File: src/ptc_params.svh
`ifndef PTC_PARAMS_SVH
`define PTC_PARAMS_SVH
// Summary of operation
// address/control: bits 6:0 address, bit 7 direction
// writing address/control starts one internal access
// host loads data buffer before write request
// read data lands in buffer within 480 ns
// addresses 20H..3FH are slot control bytes
// addresses 40H..5FH are slot idle codes
// control byte field layout fixed
// no substitution: pass or alternate-bit inversion
// no substitution, both selects: invert whole byte
// substitution, select zero low: idle code
// substitution 1/0: A-law milliwatt sequence
// substitution 1/1: mu-law milliwatt sequence
// signalling source honoured only under CAS
// source 0 backplane, 1 alternate bits
// idle code sent msb first
// address/control and data buffer reset zero
// per-slot enable low disables all manipulation
// busy bit high until access completes
// host must set indirect mode bit
// slot counter aligned to transmit frame
`define PTC_OFS_CFG      8'h30
`define PTC_OFS_STATUS   8'h31
`define PTC_OFS_ADDR     8'h32
`define PTC_OFS_DATA     8'h33
`define PTC_DIR_BIT      7
`define PTC_CTRL_BASE    7'h20
`define PTC_CTRL_END     7'h3F
`define PTC_IDLE_BASE    7'h40
`define PTC_IDLE_END     7'h5F
`define PTC_REG_RESET    8'h00
`define PTC_ACCESS_NS    480
`define PTC_CLK_NS       40
`define PTC_ACCESS_CYC   (`PTC_ACCESS_NS / `PTC_CLK_NS)
`define PTC_BIT_SUBSTITUTE_ENABLE     7
`define PTC_BIT_SEL0     6
`define PTC_BIT_SEL1     5
`define PTC_BIT_SIGNALLING_SOURCE_SELECT   4
`endif

File: src/ptc_pkg.sv
package ptc_pkg;
    typedef struct packed {
        logic       substitute_enable;
        logic       manip_select_zero;
        logic       manip_select_one;
        logic       signalling_source_select;
        logic [3:0] alt_sig;
    } ptc_ctrl_t;
    typedef struct packed {
        logic [7:0] pcm;
        logic [3:0] sig;
    } ptc_slot_t;
    typedef enum logic [2:0] {
        PTC_IDLE = 3'b001,
        PTC_RUN  = 3'b010,
        PTC_DONE = 3'b100
    } ptc_acc_t;
endpackage : ptc_pkg

File: src/ptc_fifo.sv
`timescale 1ns/1ps
module ptc_fifo #(
    parameter int WIDTH = 12,
    parameter int DEPTH = 32
) (
    // clock and reset
    input  wire logic             clk,
    input  wire logic             sys_rst,
    // fill side
    input  wire logic             in_valid,
    output logic                  in_ready,
    input  wire logic [WIDTH-1:0] in_data,
    // drain side
    output logic                  out_valid,
    input  wire logic             out_ready,
    output logic      [WIDTH-1:0] out_data
);
    localparam int AW = $clog2(DEPTH);
    initial begin
        if (DEPTH < 2 || (1 << AW) != DEPTH) $error("depth must be power of two");
    end
    logic [WIDTH-1:0] mem [DEPTH];
    logic [AW:0]      wr_reg;
    logic [AW:0]      rd_reg;
    logic             push;
    logic             pop;
    logic             ready_reg;
    logic [AW:0]      wr_next;
    logic [AW:0]      rd_next;

    // full flag is a flop so the source never sees a combinational ready
    assign in_ready  = ready_reg;
    assign wr_next   = wr_reg + (AW+1)'(push);
    assign rd_next   = rd_reg + (AW+1)'(pop);
    assign out_valid = wr_reg != rd_reg;
    assign push      = in_valid && in_ready;
    assign pop       = out_valid && out_ready;
    assign out_data  = mem[rd_reg[AW-1:0]];

    // storage, no reset needed
    always_ff @(posedge clk) begin
        if (push) mem[wr_reg[AW-1:0]] <= in_data;
    end
    // pointers
    always_ff @(posedge clk or posedge sys_rst) begin
        if (sys_rst) begin
            wr_reg    <= '0;
            rd_reg    <= '0;
            ready_reg <= 1'b1;
        end else begin
            wr_reg    <= wr_next;
            rd_reg    <= rd_next;
            ready_reg <= (wr_next - rd_next) != (AW+1)'(DEPTH);
        end
    end
endmodule : ptc_fifo

File: src/ptc_top.sv
`timescale 1ns/1ps
`include "ptc_params.svh"
module ptc_top
    import ptc_pkg::*;
#(
    parameter int SLOTS = 32
) (
    // clock and reset
    input  wire logic       clk,
    input  wire logic       sys_rst,
    // microprocessor register port
    input  wire logic       reg_wr,
    input  wire logic       reg_rd,
    input  wire logic [7:0] reg_addr,
    input  wire logic [7:0] reg_wdata,
    output logic      [7:0] reg_rdata,
    // configuration from the transmitter
    input  wire logic       cas_mode,
    // backplane transmit stream, one slot per word
    input  wire logic       slot_valid,
    output logic            slot_ready,
    input  wire logic       frame_start,
    input  wire logic [7:0] backplane_tx_pcm_in,
    input  wire logic [3:0] backplane_tx_signalling_in,
    // manipulated stream toward the transmitter
    output logic            tx_valid,
    input  wire logic       tx_ready,
    output logic      [7:0] tx_pcm_stream,
    output logic      [3:0] tx_sig_stream,
    output logic      [4:0] tx_slot
);
    localparam int ACC_CYC = `PTC_ACCESS_CYC;
    initial begin
        if (SLOTS != 32) $error("slot count fixed at 32");
    end

    ////////////////////////////////////////////////////////////////////////
    // helpers
    // inclusive address window test, shared by both store decodes
    function automatic logic in_win(input logic [6:0] a, input logic [6:0] lo,
                                    input logic [6:0] hi);
        return (a >= lo) && (a <= hi);
    endfunction : in_win

    function automatic logic [7:0] mw_byte(input logic mu, input logic [2:0] ph);
        logic [7:0] b;
        b = 8'h00;
        case (ph[1:0])
            2'h0, 2'h3: b = mu ? 8'h1E : 8'h34;
            default:    b = mu ? 8'h0B : 8'h21;
        endcase
        return {ph[2], b[6:0]};  // second half sets bit 1 (msb)
    endfunction : mw_byte

    function automatic logic [7:0] manip(input ptc_ctrl_t c, input logic [7:0] d,
                                         input logic [7:0] idle, input logic [2:0] ph);
        logic [7:0] r;
        r = d;
        if (!c.substitute_enable) begin
            case ({c.manip_select_zero, c.manip_select_one})
                2'b01:   r = d ^ 8'hAA;  // bits 1,3,5,7 (msb is bit 1)
                2'b10:   r = d ^ 8'h55;  // bits 2,4,6,8
                2'b11:   r = ~d;
                default: r = d;
            endcase
        end else if (!c.manip_select_zero) begin
            r = idle;                    // msb leaves first
        end else begin
            r = mw_byte(c.manip_select_one, ph);
        end
        return r;
    endfunction : manip

    ////////////////////////////////////////////////////////////////////////
    // registers and per-slot store
    logic [7:0]  addr_ctl_reg;
    logic [7:0]  data_buf_reg;
    logic        indirect_mode_select;
    logic        per_slot_function_enable;
    logic [7:0]  ctrl_mem [SLOTS];
    logic [7:0]  idle_mem [SLOTS];
    ptc_acc_t    acc_reg;
    logic [3:0]  acc_cnt_reg;
    logic        busy;
    logic [6:0]  ia;
    logic [4:0]  ia_slot;
    logic        ia_ctrl;
    logic        ia_idle;

    assign busy    = acc_reg != PTC_IDLE;
    assign ia      = addr_ctl_reg[6:0];
    assign ia_slot = ia[4:0];
    assign ia_ctrl = in_win(ia, `PTC_CTRL_BASE, `PTC_CTRL_END);
    assign ia_idle = in_win(ia, `PTC_IDLE_BASE, `PTC_IDLE_END);

    // host registers; request starts only in indirect mode
    always_ff @(posedge clk or posedge sys_rst) begin
        if (sys_rst) begin
            addr_ctl_reg             <= `PTC_REG_RESET;
            indirect_mode_select     <= 1'b0;
            per_slot_function_enable <= 1'b0;
        end else if (reg_wr) begin
            if (reg_addr == `PTC_OFS_ADDR) addr_ctl_reg <= reg_wdata;
            if (reg_addr == `PTC_OFS_CFG) begin
                indirect_mode_select     <= reg_wdata[1];
                per_slot_function_enable <= reg_wdata[0];
            end
        end
    end

    // access sequencer, fixed length inside the 480 ns budget
    always_ff @(posedge clk or posedge sys_rst) begin
        if (sys_rst) begin
            acc_reg     <= PTC_IDLE;
            acc_cnt_reg <= 4'h0;
        end else begin
            case (acc_reg)
                PTC_IDLE: begin
                    if (reg_wr && reg_addr == `PTC_OFS_ADDR && indirect_mode_select) begin
                        acc_reg     <= PTC_RUN;
                        acc_cnt_reg <= 4'h0;
                    end
                end
                PTC_RUN: begin
                    acc_cnt_reg <= acc_cnt_reg + 4'h1;
                    if (acc_cnt_reg == 4'(ACC_CYC - 3)) acc_reg <= PTC_DONE;
                end
                PTC_DONE: acc_reg <= PTC_IDLE;
                default:  acc_reg <= PTC_IDLE;
            endcase
        end
    end

    // data buffer: host write or read result at completion
    always_ff @(posedge clk or posedge sys_rst) begin
        if (sys_rst) begin
            data_buf_reg <= `PTC_REG_RESET;
        end else if (acc_reg == PTC_DONE && addr_ctl_reg[`PTC_DIR_BIT]) begin
            if (ia_ctrl)      data_buf_reg <= ctrl_mem[ia[4:0]];
            else if (ia_idle) data_buf_reg <= idle_mem[ia[4:0]];
            else              data_buf_reg <= 8'h00;
        end else if (reg_wr && reg_addr == `PTC_OFS_DATA) begin
            data_buf_reg <= reg_wdata;
        end
    end

    // store write from buffer at completion; contents not reset
    always_ff @(posedge clk) begin
        if (acc_reg == PTC_DONE && !addr_ctl_reg[`PTC_DIR_BIT]) begin
            if (ia_ctrl) ctrl_mem[ia[4:0]] <= data_buf_reg;
            if (ia_idle) idle_mem[ia[4:0]] <= data_buf_reg;
        end
    end

    // read mux, registered
    always_ff @(posedge clk or posedge sys_rst) begin
        if (sys_rst) begin
            reg_rdata <= 8'h00;
        end else if (reg_rd) begin
            case (reg_addr)
                `PTC_OFS_CFG:    reg_rdata <= {6'h00, indirect_mode_select, per_slot_function_enable};
                `PTC_OFS_STATUS: reg_rdata <= {busy, 7'h00};
                `PTC_OFS_ADDR:   reg_rdata <= addr_ctl_reg;
                `PTC_OFS_DATA:   reg_rdata <= data_buf_reg;
                default:         reg_rdata <= 8'h00;
            endcase
        end
    end

    ////////////////////////////////////////////////////////////////////////
    // datapath: slot counter, manipulation, output fifo
    logic [4:0]  slot_reg;
    logic [2:0]  mw_phase_reg [SLOTS];
    logic        take;
    logic [4:0]  cur_slot;
    ptc_ctrl_t   cur_ctrl;
    ptc_slot_t   cur_out;
    ptc_slot_t   fifo_out;
    logic        fifo_valid;

    assign take     = slot_valid && slot_ready;
    assign cur_slot = frame_start ? 5'h00 : slot_reg;
    assign cur_ctrl = ptc_ctrl_t'(ctrl_mem[cur_slot]);

    // manipulation applied only with per-slot enable
    always_comb begin
        cur_out.pcm = backplane_tx_pcm_in;
        cur_out.sig = backplane_tx_signalling_in;
        if (per_slot_function_enable) begin
            cur_out.pcm = manip(cur_ctrl, backplane_tx_pcm_in, idle_mem[cur_slot],
                                mw_phase_reg[cur_slot]);
            if (cas_mode && cur_ctrl.signalling_source_select)
                cur_out.sig = cur_ctrl.alt_sig;
        end
    end

    // slot counter tracks frame alignment
    always_ff @(posedge clk or posedge sys_rst) begin
        if (sys_rst) slot_reg <= 5'h00;
        else if (take) slot_reg <= cur_slot + 5'h01; // wraps at 32
    end

    // milliwatt phase per slot, one step per frame
    always_ff @(posedge clk or posedge sys_rst) begin
        if (sys_rst) begin
            for (int i = 0; i < SLOTS; i++) mw_phase_reg[i] <= 3'h0;
        end else if (take) begin
            mw_phase_reg[cur_slot] <= mw_phase_reg[cur_slot] + 3'h1;
        end
    end

    // fifo absorbs transmitter stalls; its ready back-pressures the source
    ptc_fifo #(.WIDTH(12), .DEPTH(32)) u_fifo (
        .clk       (clk),
        .sys_rst   (sys_rst),
        .in_valid  (slot_valid),
        .in_ready  (slot_ready),
        .in_data   (cur_out),
        .out_valid (fifo_valid),
        .out_ready (!tx_valid || tx_ready),
        .out_data  (fifo_out)
    );

    // output register stage, tx_slot counts output words modulo 32
    logic [4:0] fifo_slot_reg;
    always_ff @(posedge clk or posedge sys_rst) begin
        if (sys_rst) begin
            tx_valid      <= 1'b0;
            tx_pcm_stream <= 8'h00;
            tx_sig_stream <= 4'h0;
            tx_slot       <= 5'h00;
            fifo_slot_reg <= 5'h00;
        end else if (!tx_valid || tx_ready) begin
            tx_valid <= fifo_valid;
            if (fifo_valid) begin
                tx_pcm_stream <= fifo_out.pcm;
                tx_sig_stream <= fifo_out.sig;
                tx_slot       <= fifo_slot_reg;
                fifo_slot_reg <= fifo_slot_reg + 5'h01;
            end
        end
    end
    ////////////////////////////////////////////////////////////////////////
    // checks
    logic [3:0] busy_cnt;
    always_ff @(posedge clk or posedge sys_rst) begin
        if (sys_rst) busy_cnt <= 4'h0;
        else if (busy) busy_cnt <= busy_cnt + 4'h1;
        else busy_cnt <= 4'h0;
    end

    busy_bound_a: assert property (@(posedge clk) disable iff (sys_rst)
        busy_cnt < 4'(ACC_CYC)) else $error("access exceeds 480 ns");
    start_busy_a: assert property (@(posedge clk) disable iff (sys_rst)
        (reg_wr && reg_addr == `PTC_OFS_ADDR && indirect_mode_select && !busy) |=> busy)
        else $error("access did not start");
    no_mode_a: assert property (@(posedge clk) disable iff (sys_rst)
        (!indirect_mode_select && !busy) |=> !busy) else $error("access without indirect mode");
    busy_done_a: assert property (@(posedge clk) disable iff (sys_rst)
        $rose(busy) |-> busy [*8] ##[1:5] !busy) else $error("busy length wrong");
    pass_off_a: assert property (@(posedge clk) disable iff (sys_rst)
        !per_slot_function_enable |-> cur_out.pcm == backplane_tx_pcm_in)
        else $error("manipulation while disabled");
    inv_all_a: assert property (@(posedge clk) disable iff (sys_rst)
        (per_slot_function_enable && cur_ctrl[7:5] == 3'b011)
        |-> cur_out.pcm == ~backplane_tx_pcm_in) else $error("full inversion wrong");
    idle_sub_a: assert property (@(posedge clk) disable iff (sys_rst)
        (per_slot_function_enable && cur_ctrl[7:6] == 2'b10)
        |-> cur_out.pcm == idle_mem[cur_slot]) else $error("idle substitution wrong");
    sig_ign_a: assert property (@(posedge clk) disable iff (sys_rst)
        !cas_mode |-> cur_out.sig == backplane_tx_signalling_in) else $error("signalling source without cas");
    read_land_a: assert property (@(posedge clk) disable iff (sys_rst)
        (acc_reg == PTC_DONE && addr_ctl_reg[7] && ia_idle)
        |=> data_buf_reg == idle_mem[$past(ia_slot)]) else $error("read data missing");
    read_ctrl_a: assert property (@(posedge clk) disable iff (sys_rst)
        (acc_reg == PTC_DONE && addr_ctl_reg[7] && ia_ctrl)
        |=> data_buf_reg == ctrl_mem[$past(ia_slot)]) else $error("control read missing");
    write_land_a: assert property (@(posedge clk) disable iff (sys_rst)
        (acc_reg == PTC_DONE && !addr_ctl_reg[7] && ia_ctrl)
        |=> ctrl_mem[$past(ia_slot)] == $past(data_buf_reg)) else $error("control write lost");

    // host register side
    addr_keep_a: assert property (@(posedge clk) disable iff (sys_rst)
        (reg_wr && reg_addr == `PTC_OFS_ADDR) |=> addr_ctl_reg == $past(reg_wdata))
        else $error("address register not written");
    buf_write_a: assert property (@(posedge clk) disable iff (sys_rst)
        (reg_wr && reg_addr == `PTC_OFS_DATA && !(acc_reg == PTC_DONE && addr_ctl_reg[7]))
        |=> data_buf_reg == $past(reg_wdata)) else $error("data buffer not written");
    rdata_hold_a: assert property (@(posedge clk) disable iff (sys_rst)
        !reg_rd |=> $stable(reg_rdata)) else $error("read data moved without a read");

    // byte manipulation with substitution off
    pass_on_a: assert property (@(posedge clk) disable iff (sys_rst)
        (per_slot_function_enable && cur_ctrl[7:5] == 3'b000)
        |-> cur_out.pcm == backplane_tx_pcm_in) else $error("pass through altered byte");
    adi_odd_a: assert property (@(posedge clk) disable iff (sys_rst)
        (per_slot_function_enable && cur_ctrl[7:5] == 3'b001)
        |-> cur_out.pcm == (backplane_tx_pcm_in ^ 8'hAA)) else $error("odd bit inversion wrong");
    adi_even_a: assert property (@(posedge clk) disable iff (sys_rst)
        (per_slot_function_enable && cur_ctrl[7:5] == 3'b010)
        |-> cur_out.pcm == (backplane_tx_pcm_in ^ 8'h55)) else $error("even bit inversion wrong");

    // milliwatt patterns, checked against literal bytes at known phases
    mw_alaw_a: assert property (@(posedge clk) disable iff (sys_rst)
        (per_slot_function_enable && cur_ctrl[7:5] == 3'b110 && mw_phase_reg[cur_slot] == 3'h0)
        |-> cur_out.pcm == 8'h34) else $error("a-law first byte wrong");
    mw_alaw_b_a: assert property (@(posedge clk) disable iff (sys_rst)
        (per_slot_function_enable && cur_ctrl[7:5] == 3'b110 && mw_phase_reg[cur_slot] == 3'h1)
        |-> cur_out.pcm == 8'h21) else $error("a-law second byte wrong");
    mw_ulaw_a: assert property (@(posedge clk) disable iff (sys_rst)
        (per_slot_function_enable && cur_ctrl[7:5] == 3'b111 && mw_phase_reg[cur_slot] == 3'h0)
        |-> cur_out.pcm == 8'h1E) else $error("mu-law first byte wrong");
    mw_ulaw_b_a: assert property (@(posedge clk) disable iff (sys_rst)
        (per_slot_function_enable && cur_ctrl[7:5] == 3'b111 && mw_phase_reg[cur_slot] == 3'h1)
        |-> cur_out.pcm == 8'h0B) else $error("mu-law second byte wrong");

    // signalling source under cas
    sig_alt_a: assert property (@(posedge clk) disable iff (sys_rst)
        (per_slot_function_enable && cas_mode && cur_ctrl[4])
        |-> cur_out.sig == cur_ctrl[3:0]) else $error("alternate signalling not used");
    sig_bp_a: assert property (@(posedge clk) disable iff (sys_rst)
        (cas_mode && !cur_ctrl[4]) |-> cur_out.sig == backplane_tx_signalling_in)
        else $error("backplane signalling not used");

    // slot alignment and output holding
    slot_step_a: assert property (@(posedge clk) disable iff (sys_rst)
        take |=> slot_reg == $past(cur_slot) + 5'h01) else $error("slot counter did not step");
    frame_zero_a: assert property (@(posedge clk) disable iff (sys_rst)
        (take && frame_start) |=> slot_reg == 5'h01) else $error("frame start not aligned");
    tx_hold_a: assert property (@(posedge clk) disable iff (sys_rst)
        (tx_valid && !tx_ready) |=> (tx_valid && $stable(tx_pcm_stream) && $stable(tx_sig_stream)))
        else $error("output word dropped while stalled");

    read_cov_c:  cover property (@(posedge clk) acc_reg == PTC_DONE && addr_ctl_reg[7]);
    write_cov_c: cover property (@(posedge clk) acc_reg == PTC_DONE && !addr_ctl_reg[7]);
    mw_cov_c:    cover property (@(posedge clk) take && cur_ctrl[7:6] == 2'b11);
    stall_cov_c: cover property (@(posedge clk) slot_valid && !slot_ready);
    idle_cov_c:  cover property (@(posedge clk) take && cur_ctrl[7:6] == 2'b10);
endmodule : ptc_top

File: config.mk
export PLATFORM = sky130hd
export DESIGN_NAME = ptc_top
export DESIGN_NICKNAME = d
export VERILOG_FILES = /design/src/ptc_pkg.sv /design/src/ptc_fifo.sv /design/src/ptc_top.sv
export VERILOG_INCLUDE_DIRS = /design/src
export SDC_FILE = /design/constraint.sdc
export NUM_CORES = 2
export LEC_CHECK = 0
export BUFFER_PORTS_ARGS = -buffer_cell sky130_fd_sc_hd__clkbuf_2
export CELL_PAD_IN_SITES_DETAIL_PLACEMENT = 1
export CELL_PAD_IN_SITES_GLOBAL_PLACEMENT = 2
export CORE_MARGIN = 8
export CORE_UTILIZATION = 48
export CTS_CLUSTER_DIAMETER = 80
export DETAILED_ROUTE_END_ITERATION = 10
export HOLD_SLACK_MARGIN = 0.12
export PLACE_DENSITY = 0.79
export SYNTH_ARGS = -nofsm -noshare
export SYNTH_HDL_FRONTEND = slang
export SYNTH_SLANG_ARGS = --single-unit
File: constraint.sdc
create_clock -name clk -period 7.9 [get_ports clk]
set_input_delay 1.975 -clock clk [delete_from_list [all_inputs] [get_ports clk]]
set_output_delay 1.975 -clock clk [all_outputs]
set_load 0.005 [all_outputs]
* Word level (Yosys, flattened, before mapping) *
Memory sizes are Yosys's and may differ from the RTL's. A register that Yosys moved wholly into a read port is not among the register bits.
Cells that the tools add are included.
Widths: inputs -> output; s select.

word-level totals
  bits of input ports = 36
  register bits after elaboration = 158
  output and inout bits = 27
  memories = 3
  RAM bits = 896

operators by class
  bitwise logic cells = 4
  order comparisons = 6
  equal/unequal tests = 17
  multiplexer cells = 33
  reduce and logical (&&, ||, !) cells = 23
  add/subtract/negate cells = 7

memories
  memory      depth  width  read ports  clocked after Yosys merged registers in  wr ports  RTL line        source
  u_fifo.mem  32     12     1           1                                        1         ptc_fifo.sv:22  logic [WIDTH-1:0] mem [DEPTH];
  ctrl_mem    32     8      2           0                                        1         ptc_top.sv:80   logic [7:0] ctrl_mem [SLOTS];
  idle_mem    32     8      2           0                                        1         ptc_top.sv:81   logic [7:0] idle_mem [SLOTS];

operator list
  operator             number
  $bwmux 96            1
  $mux 8               6
  $eq 8x6->1 const B   4
  $pmux 8 s4           1
  $pmux 8 s3           1
  $mux 6               3
  $bmux 3 s5           1
  $demux 3 s5          1
  $mux 3               5
  $add 6x1->6          2
  $mux 12              1
  $logic_and 1x1->1    11
  $add 5x1->5 const B  2
  $reduce_and 2->1     5
  $mux 1               8
  $mux 4               2
  $not 4->4            2
  $not 8->8            1
  $pmux 4 s2           1
  $ge 7x6->1 const B   1
  $ge 7x7->1 const B   1
  $le 7x6->1 const B   1
  $le 7x7->1 const B   1
  $eq 2x2->1 const B   3
  22 further kinds     25

* Depth between registers and ports, before layout *
  depth after elaboration = 11
  mapped depth = 17

* By module *
From an unflattened synthesis, not the netlist that was laid out.

unflattened totals
  cell total of the unflattened synthesis = 3093
  area total of the unflattened synthesis = 47921.0 um2

by module, submodules not included
  module    times used  area each (um2)  sequential area each (um2)  cells an instance
  ptc_top   1           32000.7          19304.8                     2285
  ptc_fifo  1           15920.3          11857.6                     808

* Worst setup path before layout *
Ideal clock, no wire load.

  path kind = in2reg
  start = in frame_start
  end = mem u_fifo.mem[0][10], data pin
  setup time = 0.616 ns
  stages = 8
  path buffers = 2
  path slack = 1.655 ns
  arrival time = 5.630 ns
  cells stage by stage = buf_6 or4b_4 buf_6 a2111oi_4 a211oi_2 o2111ai_4 o211ai_1 o311ai_0

RTL lines
  element             RTL line        source
  start: declaration  ptc_top.sv:22   input wire logic frame_start,
  end: declaration    ptc_fifo.sv:22

==> out/results.tsv <==
metric	value	unit
crit path capture type	flop	
CTS clock-pin slew for the worst setup and hold paths	0.06	ns
Die W	330.4	µm
DRC	0	
drt pass-1 iters	5	
CTS sink cnt	1066	
vias in the first global route	30593	
DRT antenna net count	0	
Synth cell types	93	
Largest register FFs	384	
worst slew pin tran	1.426	ns
Setup Buffers After CTS	0	
CTS tree	yes	
diodes inserted	0	
Cell Count, Final, Fillers Out	4408	
Max clock buf depth	3	
ys async rst share	0.1595	
share of cells above drive strength 1	0.2307	
Reg power frac	0.427	
starting density of the core	0.4836	
Fmax	0.1664	GHz
Routed wire per std cell	34.09	µm
register area share after synthesis	0.6567	
CP Launch Type	input pin	
routability cong.	0.9114	
crit path time final	6.011	ns
critical-path maximum fanout	69	
post-synthesis register bit count	1066	
Crit path arrival time	6.33	ns
worst vdd ir	0.2026	mV
DIE AREA	0.1092	mm²
RSZ-0062 raised after global routing	no	
post-route cell area	0.05265	mm²
Post-synth EDFFs	896	
post-cts resize count	0	
Power Dens Cells	313.9	mW/mm²
Mapped Area	0.04745	mm²
CP Class	in2reg	
HP Class	reg2reg	
Int Power	11.27	mW
# Max-Cap Violations	0	
Vias/cell	6.650	
Metal-1 WL	59.06	mm
Nets	3076	
Clk pwr share	0.316	
first-pass GRT wire length	217.3	mm
CTS buffer count	113	
Total GRT Usage	0.2739	
Die Ht	330.4	µm
Final Skew	0.06131	ns
Synth Flop Type	edfxtp_1	
# hold bufs at CTS	0	
buffers added on ports	62	
Worst slew margin	0.04569	
Initial DRC Count	3185	
max layer used	met4	
Psw	5.257	mW
Met2 Routed Length	73.06	mm
gr ovfl total	0	
Hold Violations, Final	0	
mean post-synth cell area	15.90	µm²
worst hold slack	0.4765	ns
Max Slew Vio Count	0	
Leak Pwr	17.47	nW
DRT Wirelength	150.3	mm
setup tns final	0	ns
Syn Nets	3038	
Placed Instances	4195	
via count	29311	
initial antenna violation count	2	
Final HPWL DP	96.20	mm
Yosys Warn Count	0	
CTS Root Cell	clkbuf_16	
core area	0.09813	mm²
period utilisation layout	0.7608	
clock latency on the worst-skew pair	0.74	ns
Area Growth Syn to Fin	10.95	%
Gate Count Post-Synth	2985	
Comb power frac	0.257	
met3 WL	12.03	mm
PnR Total Power	16.53	mW
Rows	115	
H-Tree Depth	3	
largest net degree at the start of global routing	131	
Sw Ratio	0.3181	
placed cell areas	0.04899	mm²
final setup fails	0	
CP required	8.22	ns
# IOs	63	
status	finished clean	
[placed cells by master (no fill, tap or decap), drive strengths merged, types with 9 or more instances in the layout]
master and n:
dfrtp 168, nor3 12, mux4 267, a311oi 9, clkbuf 228, nand2 326, nor2 133, nand3 45
inv 34, nor2b 47, a211oi 61, clkinv 38, o21ai 110, ha 17, and3b 9, o221ai 9
buf 72, xnor2 14, nand2b 17, xor2 9, mux2i 120, o22ai 66, or2 9, a21oi 55
o211ai 16, a31oi 45, a22oi 47, a221oi 12, edfxtp 896, mux2 73, nand4 12, a2111oi 11
[per-stage QoR]
stage	utilization	worst slack, ns
floorplan	-	1.325
global placement	0.4993	1.505
detailed placement	0.4993	1.288
CTS	0.5365	2.060
global route	0.5365	1.607
finish	0.5365	1.889
[final timing paths]
| kind | startpoint | slack (ns) | endpoint | depth (start not counted) |
|---|---|---|---|---|
| max in group asynchronous | sys_rst | 5.01 | addr_ctl_reg[0]$_DFFE_PP0P_ | 3 |
| worst min-delay path | mw_phase_reg[63]$_DFFE_PP0P_ | 0.48 | mw_phase_reg[63]$_DFFE_PP0P_ | 2 |
| worst max-delay path | frame_start | 1.89 | u_fifo.mem[5][8]$_DFFE_PP_ | 11 |
| worst max register to register | slot_reg[0]$_DFFE_PP0N_ | 2.74 | u_fifo.mem[25][7]$_DFFE_PP_ | 10 |
| worst min register to register | mw_phase_reg[63]$_DFFE_PP0P_ | 0.48 | mw_phase_reg[63]$_DFFE_PP0P_ | 2 |
| min in group asynchronous | sys_rst | 1.41 | tx_pcm_stream[1]$_DFFE_PP0P_ | 2 |
[cells by family (layout without fill, tap and decap cells)]
kind of cell / after synthesis / count (layout) / share of synthesized area
compound gates: 504 / 504 / 0.07322
xor+xnor: 23 / 23 / 0.004245
fa+ha+maj: 17 / 17 / 0.004482
buf+inv: 243 / 379 / 0.02610
flops: 1066 / 1066 / 0.6567
mux: 460 / 460 / 0.1694
simple gates: 672 / 672 / 0.06587
[final cells by class]
| class | count | area, µm² |
|---|---|---|
| timing repair buffer | 134 | 888.4 |
| tap | 1287 | 1610 |
| clock inverter | 47 | 478.0 |
| multi-input combinational | 1676 | 15170 |
| fill | 9136 | 45480 |
| clock buffer | 166 | 3177 |
| inverter | 32 | 130.1 |
| sequential | 1066 | 31190 |
[power by group through the flow]
stage                     clock (mW)  combinational [mW]  sequential [mW]
after global routing            5.46                4.49             7.10
after detailed placement           0                4.23             7.18
final                           5.21                4.25             7.06
after global placement             0                4.05             7.14
after floorplan                    0                2.92             7.03
after CTS                       5.27                4.25             7.06
[worst max-delay path: stages]
cell	delay [ns]
clkbuf_2	0.68
nand2b_4	0.70
buf_12	0.39
a211oi_1	0.10
a31oi_1	0.26
o22ai_1	0.15
a2111oi_4	0.37
ha_1	0.39
nand3_1	0.15
o22ai_1	0.11
a21oi_2	0.93
[per-layer routing]
metal | vias to the layer above | GRT usage
met2 | 1394 | 0.4528
met4 | 0 | 0.1093
met3 | 313 | 0.05340
met1 | 15621 | 0.3576
met5 | - | 0
li1 | 11983 | -
[Yosys cell counts (all sizes together), types with 45 or more instances]
master / count / area share
nor2b: 47 / 0.0064
nand3: 45 / 0.0049
edfxtp: 896 / 0.57
a211oi: 61 / 0.0099
a21oi: 55 / 0.0058
clkbuf: 74 / 0.0059
a31oi: 45 / 0.0059
mux2: 73 / 0.017
buf: 137 / 0.018
mux4: 267 / 0.13
dfrtp: 168 / 0.089
nor2: 133 / 0.011
a22oi: 47 / 0.0074
o21ai: 110 / 0.012
mux2i: 120 / 0.025
nand2: 326 / 0.026
o22ai: 66 / 0.0087
Note: power is estimated with default switching activity, not from simulation.
